===== config.mk =====
export PLATFORM = sky130hd
export DESIGN_NAME = ufc_dma_ready
export DESIGN_NICKNAME = d
export VERILOG_FILES = /design/src/hdl/ufc_pkg.sv /design/src/hdl/ufc_fifo_if.sv /design/src/hdl/ufc_byte_fifo.sv /design/src/hdl/ufc_dma_ready.sv
export SDC_FILE = /design/constraint.sdc
export NUM_CORES = 1
export LEC_CHECK = 0
export BUFFER_PORTS_ARGS = -buffer_cell sky130_fd_sc_hd__buf_2
export CAP_MARGIN = 20
export CORE_UTILIZATION = 53
export DETAILED_ROUTE_END_ITERATION = 8
export GPL_TIMING_DRIVEN = 0
export PLACE_DENSITY = 0.69
export SYNTH_ARGS = -nofsm -noshare
export SYNTH_HDL_FRONTEND = slang
export SYNTH_SLANG_ARGS = --single-unit

===== constraint.sdc =====
create_clock -name clock -period 7.37 [get_ports clock]
set_input_delay 1.1055 -clock clock [delete_from_list [all_inputs] [get_ports clock]]
set_output_delay 1.1055 -clock clock [all_outputs]
set_load 0.05 [all_outputs]

===== src/hdl/ufc_pkg.sv =====
// constants for the uart fifo control and dma ready block
`default_nettype none
package ufc_pkg;
  // register offsets on the plain register port
  localparam logic [3:0] OFS_DATA       = 4'h0;
  localparam logic [3:0] OFS_FIFO_CTRL  = 4'h1;
  localparam logic [3:0] OFS_INT_STATUS = 4'h2;
  localparam logic [3:0] OFS_EVENTS     = 4'h3;
  localparam logic [3:0] OFS_EVENT_MASK = 4'h4;
  localparam logic [3:0] OFS_RX_LEVEL   = 4'h5;
  localparam logic [3:0] OFS_TX_LEVEL   = 4'h6;
  // fifo_control field positions
  localparam int FC_ENABLE   = 0;
  localparam int FC_RX_FLUSH = 1;
  localparam int FC_TX_FLUSH = 2;
  localparam int FC_DMA_MODE = 3;
  localparam int FC_TRIG_LO  = 6;
  // event bits
  localparam int EV_RX_TRIGGER = 0;
  localparam int EV_TX_EMPTY   = 1;
  localparam int EV_RX_OVERRUN = 2;
  localparam int EV_RX_TIMEOUT = 3;
  localparam int EV_BITS       = 4;
  // fifo geometry
  localparam int         DEPTH    = 16;
  localparam int         CNT_W    = 5;
  localparam logic [4:0] CNT_FULL = 5'h10;
  localparam logic [4:0] CNT_ONE  = 5'h01;
  // receive trigger levels per select code
  localparam logic [4:0] TRIG_L0 = 5'h01;
  localparam logic [4:0] TRIG_L1 = 5'h04;
  localparam logic [4:0] TRIG_L2 = 5'h08;
  localparam logic [4:0] TRIG_L3 = 5'h0e;
  // values after reset
  localparam logic [1:0] RST_TRIG_SEL = 2'h0;
  localparam logic       RST_DMA_MODE = 1'b0;
  localparam logic       RST_ENABLE   = 1'b0;
  localparam logic       RST_TX_REQ_N = 1'b0;
  localparam logic       RST_RX_REQ_N = 1'b1;
  localparam logic [3:0] RST_EVENTS   = 4'h0;
endpackage : ufc_pkg
`default_nettype wire


===== src/hdl/ufc_fifo_if.sv =====
// signals between a byte fifo and its user
`default_nettype none
interface ufc_fifo_if;
  logic       push_valid;
  logic [7:0] push_data;
  logic       push_ready;
  logic       pop_ready;
  logic       pop_valid;
  logic [7:0] pop_data;
  logic       flush;
  logic       single;
  logic [4:0] count;
  modport fifo (input push_valid, push_data, pop_ready, flush, single,
                output push_ready, pop_valid, pop_data, count);
  modport user (output push_valid, push_data, pop_ready, flush, single,
                input push_ready, pop_valid, pop_data, count);
endinterface : ufc_fifo_if
`default_nettype wire


===== src/hdl/ufc_byte_fifo.sv =====
// sixteen-entry byte fifo that shrinks to one entry in single mode
`default_nettype none
module ufc_byte_fifo
(
  // clock and reset
  input wire logic clock,
  input wire logic rst_n,
  // fifo port
  ufc_fifo_if.fifo q
);
  logic [7:0] mem [ufc_pkg::DEPTH];
  logic [3:0] wr_ptr;
  logic [3:0] rd_ptr;
  logic [4:0] count;
  wire  [4:0] limit   = q.single ? ufc_pkg::CNT_ONE : ufc_pkg::CNT_FULL;
  wire        full    = (count >= limit);
  wire        do_push = q.push_valid && !full && !q.flush;
  wire        do_pop  = q.pop_ready && (count != 5'h00) && !q.flush;

  assign q.push_ready = !full;
  assign q.pop_valid  = (count != 5'h00);
  assign q.pop_data   = mem[rd_ptr];
  assign q.count      = count;

  genvar i;
  generate
    for (i = 0; i < ufc_pkg::DEPTH; i++)
    begin : g_entry
      always_ff @(posedge clock)
      begin
        if (do_push && (wr_ptr == 4'(i)))
          mem[i] <= q.push_data;
      end
    end
  endgenerate

  // flush clears pointers and count only, never the memory
  always_ff @(posedge clock or negedge rst_n)
  begin
    if (!rst_n)
    begin
      wr_ptr <= 4'h0;
      rd_ptr <= 4'h0;
      count  <= 5'h00;
    end
    else if (q.flush)
    begin
      wr_ptr <= 4'h0;
      rd_ptr <= 4'h0;
      count  <= 5'h00;
    end
    else
    begin
      if (do_push)
        wr_ptr <= wr_ptr + 4'h1;
      if (do_pop)
        rd_ptr <= rd_ptr + 4'h1;
      if (do_push && !do_pop)
        count <= count + 5'h01;
      else if (do_pop && !do_push)
        count <= count - 5'h01;
    end
  end
endmodule // ufc_byte_fifo
`default_nettype wire


===== src/hdl/ufc_dma_ready.sv =====
// fifo control, trigger levels, dma ready pins and events of one uart channel
`default_nettype none
module ufc_dma_ready
(
  // clock and reset
  input  wire logic       clock,
  input  wire logic       rst_n,
  // register port
  input  wire logic [3:0] reg_addr,
  input  wire logic [7:0] reg_wdata,
  input  wire logic       reg_write,
  input  wire logic       reg_read,
  output var  logic [7:0] reg_rdata,
  // transmit shifter side
  input  wire logic       tx_shifter_idle,
  output var  logic       tx_load,
  output var  logic [7:0] tx_load_data,
  // receive shifter side
  input  wire logic       rx_byte_valid,
  input  wire logic [7:0] rx_byte,
  input  wire logic       rx_timeout,
  // dma request pins and interrupt
  output var  logic       tx_dma_request_n,
  output var  logic       rx_dma_request_n,
  output var  logic       irq
);
  ufc_fifo_if tx_q ();
  ufc_fifo_if rx_q ();

  logic       fifo_enable;
  logic       dma_mode;
  logic [1:0] rx_threshold_select;
  logic       tx_queue_flush;
  logic       rx_queue_flush;
  logic       rx_mode1_hold;
  logic       rx_at_trigger_q;
  logic       tx_empty_q;
  logic [3:0] events;
  logic [3:0] event_mask;

  // register decode
  wire wr_data   = reg_write && (reg_addr == ufc_pkg::OFS_DATA);
  wire wr_fc     = reg_write && (reg_addr == ufc_pkg::OFS_FIFO_CTRL);
  wire wr_events = reg_write && (reg_addr == ufc_pkg::OFS_EVENTS);
  wire wr_mask   = reg_write && (reg_addr == ufc_pkg::OFS_EVENT_MASK);
  wire rd_data   = reg_read && (reg_addr == ufc_pkg::OFS_DATA);

  wire fc_accept = wr_fc && reg_wdata[ufc_pkg::FC_ENABLE];
  wire fc_toggle = wr_fc && (reg_wdata[ufc_pkg::FC_ENABLE] != fifo_enable);

  wire [4:0] trig_level =
    (rx_threshold_select == 2'h0) ? ufc_pkg::TRIG_L0 :
    (rx_threshold_select == 2'h1) ? ufc_pkg::TRIG_L1 :
    (rx_threshold_select == 2'h2) ? ufc_pkg::TRIG_L2 : ufc_pkg::TRIG_L3;

  wire rx_at_trigger = fifo_enable && (rx_q.count >= trig_level);
  wire mode1         = fifo_enable && dma_mode;
  wire tx_take       = tx_shifter_idle && !tx_load && tx_q.pop_valid;
  wire rx_overrun    = rx_byte_valid && !rx_q.push_ready;
  wire tx_empty      = (tx_q.count == 5'h00) && !tx_load;

  wire tx_req_m0_n = (tx_q.count != 5'h00);
  wire tx_req_m1_n = (tx_q.count == ufc_pkg::CNT_FULL);
  wire rx_req_m0_n = (rx_q.count == 5'h00);
  // mode 1 sets on trigger or timeout
  wire rx_m1_set   = rx_at_trigger || (rx_timeout && (rx_q.count != 5'h00));
  wire next_rx_m1_hold = (rx_q.count == 5'h00) ? rx_m1_set : (rx_mode1_hold || rx_m1_set);

  wire [3:0] ev_set;
  assign ev_set[ufc_pkg::EV_RX_TRIGGER] = rx_at_trigger && !rx_at_trigger_q;
  assign ev_set[ufc_pkg::EV_TX_EMPTY]   = tx_empty && !tx_empty_q;
  assign ev_set[ufc_pkg::EV_RX_OVERRUN] = rx_overrun;
  assign ev_set[ufc_pkg::EV_RX_TIMEOUT] = rx_timeout;
  // set wins over a one written in the same cycle
  wire [3:0] next_events = (events & ~(wr_events ? reg_wdata[3:0] : 4'h0)) | ev_set;
  wire [3:0] next_mask   = wr_mask ? reg_wdata[3:0] : event_mask;

  // unused bits and flush bits read zero
  wire [7:0] fc_view = {rx_threshold_select, 2'b00, dma_mode, 2'b00, fifo_enable};
  wire [7:0] isr_view = {fifo_enable, fifo_enable, 3'b000, rx_at_trigger, 1'b0,
                         !rx_at_trigger};
  wire [7:0] rd_mux =
    (reg_addr == ufc_pkg::OFS_DATA)       ? rx_q.pop_data :
    (reg_addr == ufc_pkg::OFS_FIFO_CTRL)  ? fc_view :
    (reg_addr == ufc_pkg::OFS_INT_STATUS) ? isr_view :
    (reg_addr == ufc_pkg::OFS_EVENTS)     ? {4'h0, events} :
    (reg_addr == ufc_pkg::OFS_EVENT_MASK) ? {4'h0, event_mask} :
    (reg_addr == ufc_pkg::OFS_RX_LEVEL)   ? {3'b000, rx_q.count} :
    (reg_addr == ufc_pkg::OFS_TX_LEVEL)   ? {3'b000, tx_q.count} : 8'h00;

  // fifo connections
  assign tx_q.push_valid = wr_data;
  assign tx_q.push_data  = reg_wdata;
  assign tx_q.pop_ready  = tx_take;
  assign tx_q.flush      = tx_queue_flush;
  assign tx_q.single     = !fifo_enable;
  assign rx_q.push_valid = rx_byte_valid;
  assign rx_q.push_data  = rx_byte;
  assign rx_q.pop_ready  = rd_data;
  assign rx_q.flush      = rx_queue_flush;
  assign rx_q.single     = !fifo_enable;

  ufc_byte_fifo u_tx_fifo
  (
    .clock (clock),
    .rst_n (rst_n),
    .q     (tx_q.fifo)
  );

  ufc_byte_fifo u_rx_fifo
  (
    .clock (clock),
    .rst_n (rst_n),
    .q     (rx_q.fifo)
  );

  always_ff @(posedge clock or negedge rst_n)
  begin
    if (!rst_n)
    begin
      fifo_enable         <= ufc_pkg::RST_ENABLE;
      dma_mode            <= ufc_pkg::RST_DMA_MODE;
      rx_threshold_select <= ufc_pkg::RST_TRIG_SEL;
    end
    else if (wr_fc)
    begin
      fifo_enable <= reg_wdata[ufc_pkg::FC_ENABLE];
      if (fc_accept)
      begin
        dma_mode            <= reg_wdata[ufc_pkg::FC_DMA_MODE];
        rx_threshold_select <= reg_wdata[ufc_pkg::FC_TRIG_LO +: 2];
      end
    end
  end

  always_ff @(posedge clock or negedge rst_n)
  begin
    if (!rst_n)
    begin
      tx_queue_flush <= 1'b0;
      rx_queue_flush <= 1'b0;
    end
    else
    begin
      tx_queue_flush <= (fc_accept && reg_wdata[ufc_pkg::FC_TX_FLUSH]) || fc_toggle;
      rx_queue_flush <= (fc_accept && reg_wdata[ufc_pkg::FC_RX_FLUSH]) || fc_toggle;
    end
  end

  // hand bytes to the transmit shifter
  always_ff @(posedge clock or negedge rst_n)
  begin
    if (!rst_n)
    begin
      tx_load      <= 1'b0;
      tx_load_data <= 8'h00;
    end
    else
    begin
      tx_load <= tx_take && !tx_queue_flush;
      if (tx_take)
        tx_load_data <= tx_q.pop_data;
    end
  end

  always_ff @(posedge clock or negedge rst_n)
  begin
    if (!rst_n)
    begin
      tx_dma_request_n <= ufc_pkg::RST_TX_REQ_N;
      rx_dma_request_n <= ufc_pkg::RST_RX_REQ_N;
      rx_mode1_hold    <= 1'b0;
    end
    else
    begin
      rx_mode1_hold    <= next_rx_m1_hold;
      tx_dma_request_n <= mode1 ? tx_req_m1_n : tx_req_m0_n;
      rx_dma_request_n <= mode1 ? !next_rx_m1_hold : rx_req_m0_n;
    end
  end

  // sticky events, mask, interrupt and read data
  always_ff @(posedge clock or negedge rst_n)
  begin
    if (!rst_n)
    begin
      events          <= ufc_pkg::RST_EVENTS;
      event_mask      <= ufc_pkg::RST_EVENTS;
      rx_at_trigger_q <= 1'b0;
      tx_empty_q      <= 1'b1;
      irq             <= 1'b0;
      reg_rdata       <= 8'h00;
    end
    else
    begin
      events          <= next_events;
      event_mask      <= next_mask;
      rx_at_trigger_q <= rx_at_trigger;
      tx_empty_q      <= tx_empty;
      irq             <= |(next_events & next_mask);
      reg_rdata       <= reg_read ? rd_mux : 8'h00;
    end
  end
endmodule // ufc_dma_ready
`default_nettype wire


==> impl_metrics.env, run 1 <==
export IMPL_hold_path_class="flop to flop"
export IMPL_grt_overflow=0
export IMPL_r2r_setup_slack_ns=3.55
export IMPL_reg2reg_from="u_rx_fifo.q.count[0]"
export IMPL_antenna_left=0
export IMPL_clk_latency_ns=0.50
export IMPL_die_w_microns=161
export IMPL_leakage_uw=0.00526
export IMPL_finalCriticalPeriod_ns=3.82
export IMPL_drt_total_wl_microns=28700
export IMPL_numCtsBuffers=34
export IMPL_hold_viol_final=0
export IMPL_coreArea_sq_um=24600
export IMPL_vdd_drop_max_v=0.000335
export IMPL_ff_latch_area_sq_um=9270
export IMPL_avgSynthCellArea_sq_um=17.1
export IMPL_die_area_sq_um=26100
export IMPL_ios=47
export IMPL_initial_core_util=0.548
export IMPL_final_nets=930
export IMPL_outcome="finished, final reports clean"
export IMPL_r2r_end="u_rx_fifo.q.count[4]"
export IMPL_crit_path_start_kind="flop"
export IMPL_slew_violations=0
export IMPL_cts_sinks=319
export IMPL_postSynthCellCount=789
export IMPL_hpwl_microns=19100
export IMPL_place_congestion=0.873
export IMPL_synth_top_flop_cell="edfxtp_1"
export IMPL_clk_pin_slew_ns=0.06
export IMPL_pre_cts_ws_ns=3.22
export IMPL_critPathMaxFanout=9
export IMPL_drc=0
export IMPL_reg2reg_depth=12
export IMPL_synth_fp_nets=844
export IMPL_critical_path_class="flop to flop"
export IMPL_ys_types=69
export IMPL_crit_chain="inv_1, ha_1, nor4bb_1, a21oi_2, nor2_1, o21ai_0, fa_1, a21o_1, a21oi_1, nor3_1, nor2_1, mux2_2"
export IMPL_required_ns=7.75
export IMPL_vias_per_cell=5.99
export IMPL_endpoint="u_rx_fifo.q.count[4]"
export IMPL_postCtsHoldBufs=0
export IMPL_worst_slack_ns=3.55
export IMPL_setup_viol=0
export IMPL_skew_ns=0.0116
export IMPL_portBuffers=46
export IMPL_cts_resized_gates=0
export IMPL_syn2layout_area_growth_pct=13.4
export IMPL_rsz0062_at_grt="false"
export IMPL_synth_seq_area_share=0.688
export IMPL_multi_input_area_sq_um=3980
export IMPL_finalCritPeriodShare=0.519
export IMPL_crit_arrival_ns=4.20
export IMPL_synth_edf_count=256
export IMPL_post_cts_buffers=0
export IMPL_die_h_microns=161
export IMPL_design_area_sq_um=15300
export IMPL_cpPeakStageDelay_ns=0.51
export IMPL_timing_setup_tns_ns=0
export IMPL_power_density_nw_per_um2=357
export IMPL_tightest_slew_ns=1.11
export IMPL_drt_iter0_markers=620
export IMPL_root_buffer="clkbuf_16"
export IMPL_fmax_ghz=0.262
export IMPL_antenna_found_initial=0
export IMPL_dr_pass1_iters=5
export IMPL_drv_cap=0
export IMPL_ys_ff_latch=319
export IMPL_grt_pass1_wl_microns=44500
export IMPL_fp_row_count=57
export IMPL_cts_tree="built"
export IMPL_end_kind="flop"
export IMPL_grt_max_degree=64
export IMPL_first_global_vias=7637
export IMPL_grt_usage=0.232
export IMPL_drive_gt1_frac=0.235
export IMPL_h_tree_depth=2
export IMPL_startpoint="u_rx_fifo.q.count[0]"
export IMPL_worstHoldStart="tx_load"
export IMPL_vias=7327
export IMPL_crit_path_top_delay_cell="dfrtp_1"
export IMPL_fillCellCount=1750
export IMPL_wire_per_inst_microns=23.5
export IMPL_syn_cell_area_sq_um=13500
export IMPL_cp_common_cell="nor2_1"
export IMPL_yosys_warnings=0
export IMPL_async_flop_share=0.197
export IMPL_clock_path_buffers=3
export IMPL_placed_area_sq_um=14100
export IMPL_maxSlewHeadroom=0.257
export IMPL_antennaDiodeCount=0
[logic make-up (layout without fill, tap and decap cells)]
logic type | after synthesis | count (layout) | share of synthesized area
AO/OA/AOI/OAI | 90 | 90 | 0.0495
flip-flops | 319 | 319 | 0.688
adder cells (fa/ha/maj) | 28 | 28 | 0.0271
XOR/XNOR | 15 | 15 | 0.0103
buffers and inverters | 55 | 165 | 0.0181
multiplexers | 104 | 104 | 0.139
AND/OR/NAND/NOR | 178 | 178 | 0.0683
[critical path, delay by kind of cell, from the launching register on]
family	cells	cell delay, ns
AOI/OAI and AO/OA	4	0.95
adders and majority gates	2	0.83
buffers and inverters	1	0.12
DFF	1	0.51
muxes	1	0.34
and+or+nand+nor	4	0.94
[cells in the mapped netlist (8+ instances only)]
library cell | count | area [sq um]
a31oi_1 | 8 | 50.1
mux2i_1 | 28 | 280
nand2_1 | 25 | 93.8
xnor2_1 | 8 | 70.1
clkbuf_1 | 21 | 78.8
nor2_1 | 72 | 270
nor3_1 | 8 | 40.0
nand3_1 | 9 | 45.0
edfxtp_1 | 256 | 7690
a2111oi_0 | 8 | 70.1
nor2b_1 | 15 | 93.8
inv_1 | 16 | 60.1
a311oi_1 | 8 | 70.1
mux4_2 | 65 | 1460
dfrtp_1 | 61 | 1530
a21oi_1 | 14 | 70.1
ha_1 | 26 | 325
mux2_2 | 9 | 101
o21ai_0 | 15 | 75.1
buf_2 | 9 | 45.0
[flip-flops by register name, summed over array words and instances (netlist names), 5 cells and up]
name,cells
tx_load_data,8
u_rx_fifo.mem,128
reg_rdata,8
u_rx_fifo.q.count,5
u_tx_fifo.mem,128
u_tx_fifo.q.count,5
[power breakdown]
group          internal, uW  leakage, uW  switching [uW]  total, uW
Sequential             2100      0.00306             125       2220
Combinational           665      0.00167             882       1550
Clock                  1030     0.000528             657       1680
Total                  3790      0.00526            1660       5450
[per-layer routing]
layer  track usage  wire (microns)
met1         0.293           11300
met2         0.397           14900
met3        0.0342            1430
met4         0.108            1040
met5             0               0
[per-stage QoR]
| step | total power (uW) | std cells | hold WS [ns] | util |
|---|---|---|---|---|
| after floorplan | 3390 | 789 | 0.459 | - |
| after global placement | 3730 | 1159 | 0.457 | 0.573 |
| after detailed placement | 3800 | 1159 | 0.472 | 0.574 |
| after CTS | 5480 | 1219 | 0.484 | 0.620 |
| after global routing | 5700 | 1223 | 0.497 | 0.621 |
| final | 5450 | 1223 | 0.488 | 0.621 |
[worst min-delay path by stage]
stage	end	cells past startpoint
floorplan	rx_dma_request_n	1
global placement	tx_empty_q	1
detailed placement	tx_empty_q	1
CTS	tx_empty_q	1
global route	tx_empty_q	1
finish	tx_empty_q	1
[layout by cell type, fill, tap and decap left out, types with 5 or more instances in the layout]
master,synthesis,routed
a21oi_1,14,14
mux4_2,65,65
a31oi_1,8,8
nand2b_1,7,7
xnor2_1,8,8
dfrtp_1,61,61
nand3_1,9,9
buf_4,5,10
clkinv_1,0,7
mux2_2,9,9
inv_1,16,16
or2_2,6,6
xor2_1,6,6
clkbuf_16,0,37
nand2_1,25,25
mux2i_1,28,28
ha_1,26,26
edfxtp_1,256,256
nor3_2,1,5
buf_2,9,54
clkbuf_1,21,30
a2111oi_0,8,8
nand4_1,5,5
nor2b_1,15,15
a311oi_1,8,8
nor2_1,72,72
o21ai_0,15,15
[final cells by class]
cell class | instances | share of cell area
repair buffers | 50 | 0.0172
inverters | 16 | 0.00393
clock buffers | 47 | 0.0637
plain buffers | 39 | 0.0120
well taps | 324 | 0.0265
flip-flops and latches | 319 | 0.607
multi-input cells | 415 | 0.261
clock inverters | 13 | 0.00909
No activity file was read; power rests on OpenSTA's default activity.
==> run 2: changes to the inputs <==
--- a/config.mk
+++ b/config.mk
@@ -10,7 +10,7 @@
 export CORE_UTILIZATION = 53
 export DETAILED_ROUTE_END_ITERATION = 8
 export GPL_TIMING_DRIVEN = 0
-export PLACE_DENSITY = 0.69
+export PLACE_DENSITY = 0.72
 export SYNTH_ARGS = -nofsm -noshare
 export SYNTH_HDL_FRONTEND = slang
 export SYNTH_SLANG_ARGS = --single-unit
==> constraint.sdc (replaced) <==
create_clock -name clock -period 3.1 [get_ports clock]
set_input_delay 0.465 -clock clock [delete_from_list [all_inputs] [get_ports clock]]
set_output_delay 0.465 -clock clock [all_outputs]
set_load 0.05 [all_outputs]
==> impl_metrics.env, run 2 (synthesis gave the netlist of run 1 again) <==
export IMPL_drive_gt1_frac=0.266
export IMPL_crit_chain="or4_1, buf_2, o21ai_4, nand3_4, or2_4, fa_2, a21o_1, a21oi_2, mux2i_1, mux2_1"
export IMPL_drc=0
export IMPL_portBuffers=46
export IMPL_outcome="finished, final reports clean"
export IMPL_hold_viol_final=0
export IMPL_antennaDiodeCount=0
export IMPL_crit_arrival_ns=3.43
export IMPL_critPathBufInv=1
export IMPL_cpPeakStageDelay_ns=0.49
export IMPL_first_global_vias=7617
export IMPL_vdd_drop_max_v=0.000666
export IMPL_setup_viol=0
export IMPL_drv_cap=0
export IMPL_crit_path_start_kind="flop"
export IMPL_drt_total_wl_microns=29000
export IMPL_finalCritPeriodShare=0.984
export IMPL_crit_family="simple AND/OR/NAND/NOR gates"
export IMPL_required_ns=3.48
export IMPL_clock_path_buffers=3
export IMPL_critPathMaxFanout=6
export IMPL_grt_pass1_wl_microns=44600
export IMPL_skew_ns=0.0188
export IMPL_layout_common_cells="edfxtp_1, nor2_1, mux4_2, dfrtp_1, buf_2"
export IMPL_critical_path_class="flop to flop"
export IMPL_vias=7338
export IMPL_h_tree_depth=2
export IMPL_top_regs="u_rx_fifo.mem (128), u_tx_fifo.mem (128)"
export IMPL_dp_cells=1160
export IMPL_dr_pass1_iters=5
export IMPL_finalCriticalPeriod_ns=3.05
export IMPL_cts_sinks=319
export IMPL_vias_per_cell=5.92
export IMPL_die_area_sq_um=26100
export IMPL_leakage_uw=0.00535
export IMPL_root_buffer="clkbuf_16"
export IMPL_grt_max_degree=64
export IMPL_crit_path_top_delay_cell="or4_1"
export IMPL_slew_violations=0
export IMPL_ios=47
export IMPL_fmax_ghz=0.328
export IMPL_die_w_microns=161
export IMPL_antenna_left=0
export IMPL_clk_pin_slew_ns=0.06
export IMPL_power_density_nw_per_um2=852
export IMPL_maxSlewHeadroom=0.259
export IMPL_numCtsBuffers=34
export IMPL_coreArea_sq_um=24600
export IMPL_pre_cts_ws_ns=-0.376
export IMPL_end_kind="flop"
export IMPL_antenna_found_initial=1
export IMPL_die_h_microns=161
export IMPL_hpwl_microns=18900
export IMPL_wire_per_inst_microns=23.4
export IMPL_place_congestion=0.853
export IMPL_worst_slack_ns=0.0501
export IMPL_fp_row_count=57
export IMPL_drt_iter0_markers=696
export IMPL_final_nets=946
export IMPL_grt_overflow=0
export IMPL_rsz0062_at_grt="true"
export IMPL_final_cell_count_no_fill=1240
export IMPL_power_uw=13200
export IMPL_cts_tree="built"
export IMPL_hold_path_class="input pin to asynchronous set/reset pin"
export IMPL_clk_latency_ns=0.51
export IMPL_initial_core_util=0.548
export IMPL_syn2layout_area_growth_pct=14.7
export IMPL_grt_usage=0.232
export IMPL_tightest_slew_ns=1.11
export IMPL_final_common_cell="edfxtp_1"
-- run 2: worst paths after layout --
check,from,end,slack (ns),cells past startpoint
setup / recovery,u_tx_fifo.q.count[1],u_tx_fifo.q.count[4],0.05,10
hold / removal,rst_n,reg_rdata[5],0.06,1
setup reg to reg,u_tx_fifo.q.count[1],u_tx_fifo.q.count[4],0.05,10
hold reg to reg,tx_load,tx_empty_q,0.48,1
max in group asynchronous,rst_n,u_tx_fifo.q.count[2],2.42,1
min in group clock,rx_timeout,events[3],0.20,2
-- run 2: through the flow --
stage	cell area [sq um]	hold slack, ns	util	TNS, ns
floorplan	13500	0.169	-	-0.0141
global placement	14100	0.462	0.574	-18.08
detailed placement	14200	0.474	0.575	-5.78
CTS	15400	0.0856	0.625	0
global route	15500	0.129	0.628	-0.0644
finish	15500	0.0642	0.628	0
-- run 2: metal layers --
layer / vias up / wire length [microns] / share of wire / GRT usage
met2: 226 / 15000 / 0.52 / 0.397
met4: 2 / 618 / 0.021 / 0.0699
li1: 3309 / - / - / -
met5: - / 8 / 0.00028 / 0
met3: 48 / 1470 / 0.051 / 0.0375
met1: 3753 / 12000 / 0.41 / 0.307
-- run 2: area by class of cell --
type / count / area (sq um)
timing repair buffer: 66 / 390
buffer: 39 / 184
multi-input combinational: 415 / 4020
clock buffer: 39 / 870
fill: 1746 / 9150
clock inverter: 22 / 250
inverter: 16 / 60.1
tap: 324 / 405
sequential: 319 / 9270
-- run 2: repair_timing --
action / 4_1_cts / 5_1_grt
hold buffers: 0 / 0
resized for setup: 6 / 5
gates cloned: 0 / 0
setup buffers: 12 / 6
pin swaps: 5 / 2
endpoints found under the setup margin: 114 / 9
-- run 2: power breakdown --
part | total [uW] | switching [uW] | internal (uW)
combinational | 3850 | 2150 | 1700
sequential | 5260 | 269 | 4990
clock | 4050 | 1610 | 2440
==> run 3: changes to the inputs <==
--- a/config.mk
+++ b/config.mk
@@ -11,6 +11,7 @@
 export DETAILED_ROUTE_END_ITERATION = 8
 export GPL_TIMING_DRIVEN = 0
 export PLACE_DENSITY = 0.72
+export RECOVER_POWER = 25
 export SYNTH_ARGS = -nofsm -noshare
 export SYNTH_HDL_FRONTEND = slang
 export SYNTH_SLANG_ARGS = --single-unit
==> impl_metrics.env, run 3 (synthesis gave the netlist of run 1 again) <==
export IMPL_skew_ns=0.0181
export IMPL_postCtsHoldBufs=0
export IMPL_power_uw=13200
export IMPL_power_density_nw_per_um2=852
export IMPL_ios=47
export IMPL_vias_per_cell=5.93
export IMPL_root_buffer="clkbuf_16"
export IMPL_crit_chain="or4_1, buf_2, o21ai_4, nand3_4, or2_4, fa_2, a21o_1, a21oi_2, mux2i_1, mux2_1"
export IMPL_wire_per_inst_microns=23.5
export IMPL_final_cell_count_no_fill=1240
export IMPL_clk_pin_slew_ns=0.06
export IMPL_grt_usage=0.232
export IMPL_worst_slack_ns=0.0632
export IMPL_fin_util=0.627
export IMPL_fillCellCount=1754
export IMPL_vdd_drop_max_v=0.000668
export IMPL_dp_cells=1160
export IMPL_portBuffers=46
export IMPL_outcome="finished, final reports clean"
export IMPL_cpPeakStageDelay_ns=0.49
export IMPL_maxSlewHeadroom=0.272
export IMPL_rsz0062_at_grt="true"
export IMPL_slew_violations=0
export IMPL_dr_pass1_iters=7
export IMPL_multi_input_area_sq_um=4020
export IMPL_drive_gt1_frac=0.254
export IMPL_fp_row_count=57
export IMPL_crit_path_top_delay_cell="or4_1"
export IMPL_grt_pass1_wl_microns=44600
export IMPL_grt_max_degree=64
export IMPL_crit_arrival_ns=3.42
export IMPL_initial_core_util=0.548
export IMPL_critPathBufInv=1
export IMPL_crit_family="simple AND/OR/NAND/NOR gates"
export IMPL_first_global_vias=7617
export IMPL_timing_setup_tns_ns=0
export IMPL_final_common_cell="edfxtp_1"
export IMPL_setup_viol=0
export IMPL_clock_path_buffers=3
export IMPL_top_regs="u_rx_fifo.mem (128), u_tx_fifo.mem (128)"
export IMPL_leakage_uw=0.00532
export IMPL_antenna_found_initial=0
export IMPL_tightest_slew_ns=1.09
export IMPL_fmax_ghz=0.329
export IMPL_cts_tree="built"
export IMPL_finalCriticalPeriod_ns=3.04
export IMPL_end_kind="flop"
export IMPL_hold_path_class="input pin to asynchronous set/reset pin"
export IMPL_layout_common_cells="edfxtp_1, nor2_1, mux4_2, dfrtp_1, buf_2"
export IMPL_die_w_microns=161
export IMPL_die_area_sq_um=26100
export IMPL_finalCritPeriodShare=0.980
export IMPL_critical_path_class="flop to flop"
export IMPL_vias=7358
export IMPL_die_h_microns=161
export IMPL_antenna_left=0
export IMPL_grt_overflow=0
export IMPL_drc=0
export IMPL_clk_latency_ns=0.51
export IMPL_drt_total_wl_microns=29100
export IMPL_required_ns=3.48
export IMPL_drt_iter0_markers=739
export IMPL_pre_cts_ws_ns=-0.376
export IMPL_coreArea_sq_um=24600
export IMPL_antennaDiodeCount=0
export IMPL_ff_latch_area_sq_um=9270
export IMPL_cts_sinks=319
export IMPL_drv_cap=0
export IMPL_final_nets=946
export IMPL_syn2layout_area_growth_pct=14.6
export IMPL_place_congestion=0.853
export IMPL_critPathMaxFanout=6
export IMPL_hpwl_microns=18900
export IMPL_h_tree_depth=2
export IMPL_numCtsBuffers=34
export IMPL_hold_viol_final=0
export IMPL_crit_path_start_kind="flop"
==> run 3: metal layers <==
layer	track usage	routed length [microns]
met1	0.307	12100
met5	0	0
met2	0.397	15000
met3	0.0375	1390
met4	0.0699	612
==> run 3: final timing paths <==
check / depth (start not counted) / slack [ns] / from / end
worst max-delay path: 10 / 0.06 / u_tx_fifo.q.count[1] / u_tx_fifo.q.count[4]
worst min-delay path: 1 / 0.06 / rst_n / reg_rdata[5]
worst max register to register: 10 / 0.06 / u_tx_fifo.q.count[1] / u_tx_fifo.q.count[4]
worst min register to register: 1 / 0.48 / tx_load / tx_empty_q
max in group asynchronous: 1 / 2.42 / rst_n / u_tx_fifo.q.count[2]
min in group clock: 2 / 0.20 / rx_timeout / events[3]
==> run 3: power breakdown <==
| part | total (uW) | switching [uW] | internal [uW] |
|---|---|---|---|
| clock network | 4050 | 1610 | 2440 |
| logic | 3850 | 2160 | 1690 |
| registers | 5260 | 268 | 4990 |
==> run 3: timing repair <==
item,in CTS,in global routing
setup buffers,12,6
endpoints found under the setup margin,114,9
resized for setup,6,5
pin swaps,5,2
==> run 3: per-stage QoR <==
stage / hold slack, ns / area (sq um)
after floorplan: 0.169 / 13500
final: 0.0637 / 15400
after global placement: 0.462 / 14100
after detailed placement: 0.474 / 14200
after global routing: 0.129 / 15400
after CTS: 0.0856 / 15400
==> run 3: worst register-to-register path, delay by kind of cell (launching register included) <==
| family | cells | cell delay, ns |
|---|---|---|
| adder cells (fa/ha/maj) | 1 | 0.35 |
| AO/OA/AOI/OAI | 3 | 0.54 |
| multiplexers | 2 | 0.57 |
| flip-flops | 1 | 0.42 |
| buffers and inverters | 1 | 0.19 |
| AND/OR/NAND/NOR | 3 | 0.85 |
==> run 3: area by class of cell <==
| cell class | count | share of cell area |
|---|---|---|
| multi-input combinational | 415 | 0.260 |
| clock inverter | 22 | 0.0162 |
| sequential | 319 | 0.601 |
| tap | 324 | 0.0263 |
| timing repair buffer | 66 | 0.0244 |
| clock buffer | 39 | 0.0563 |
| buffer | 39 | 0.0119 |
| inverter | 16 | 0.00389 |
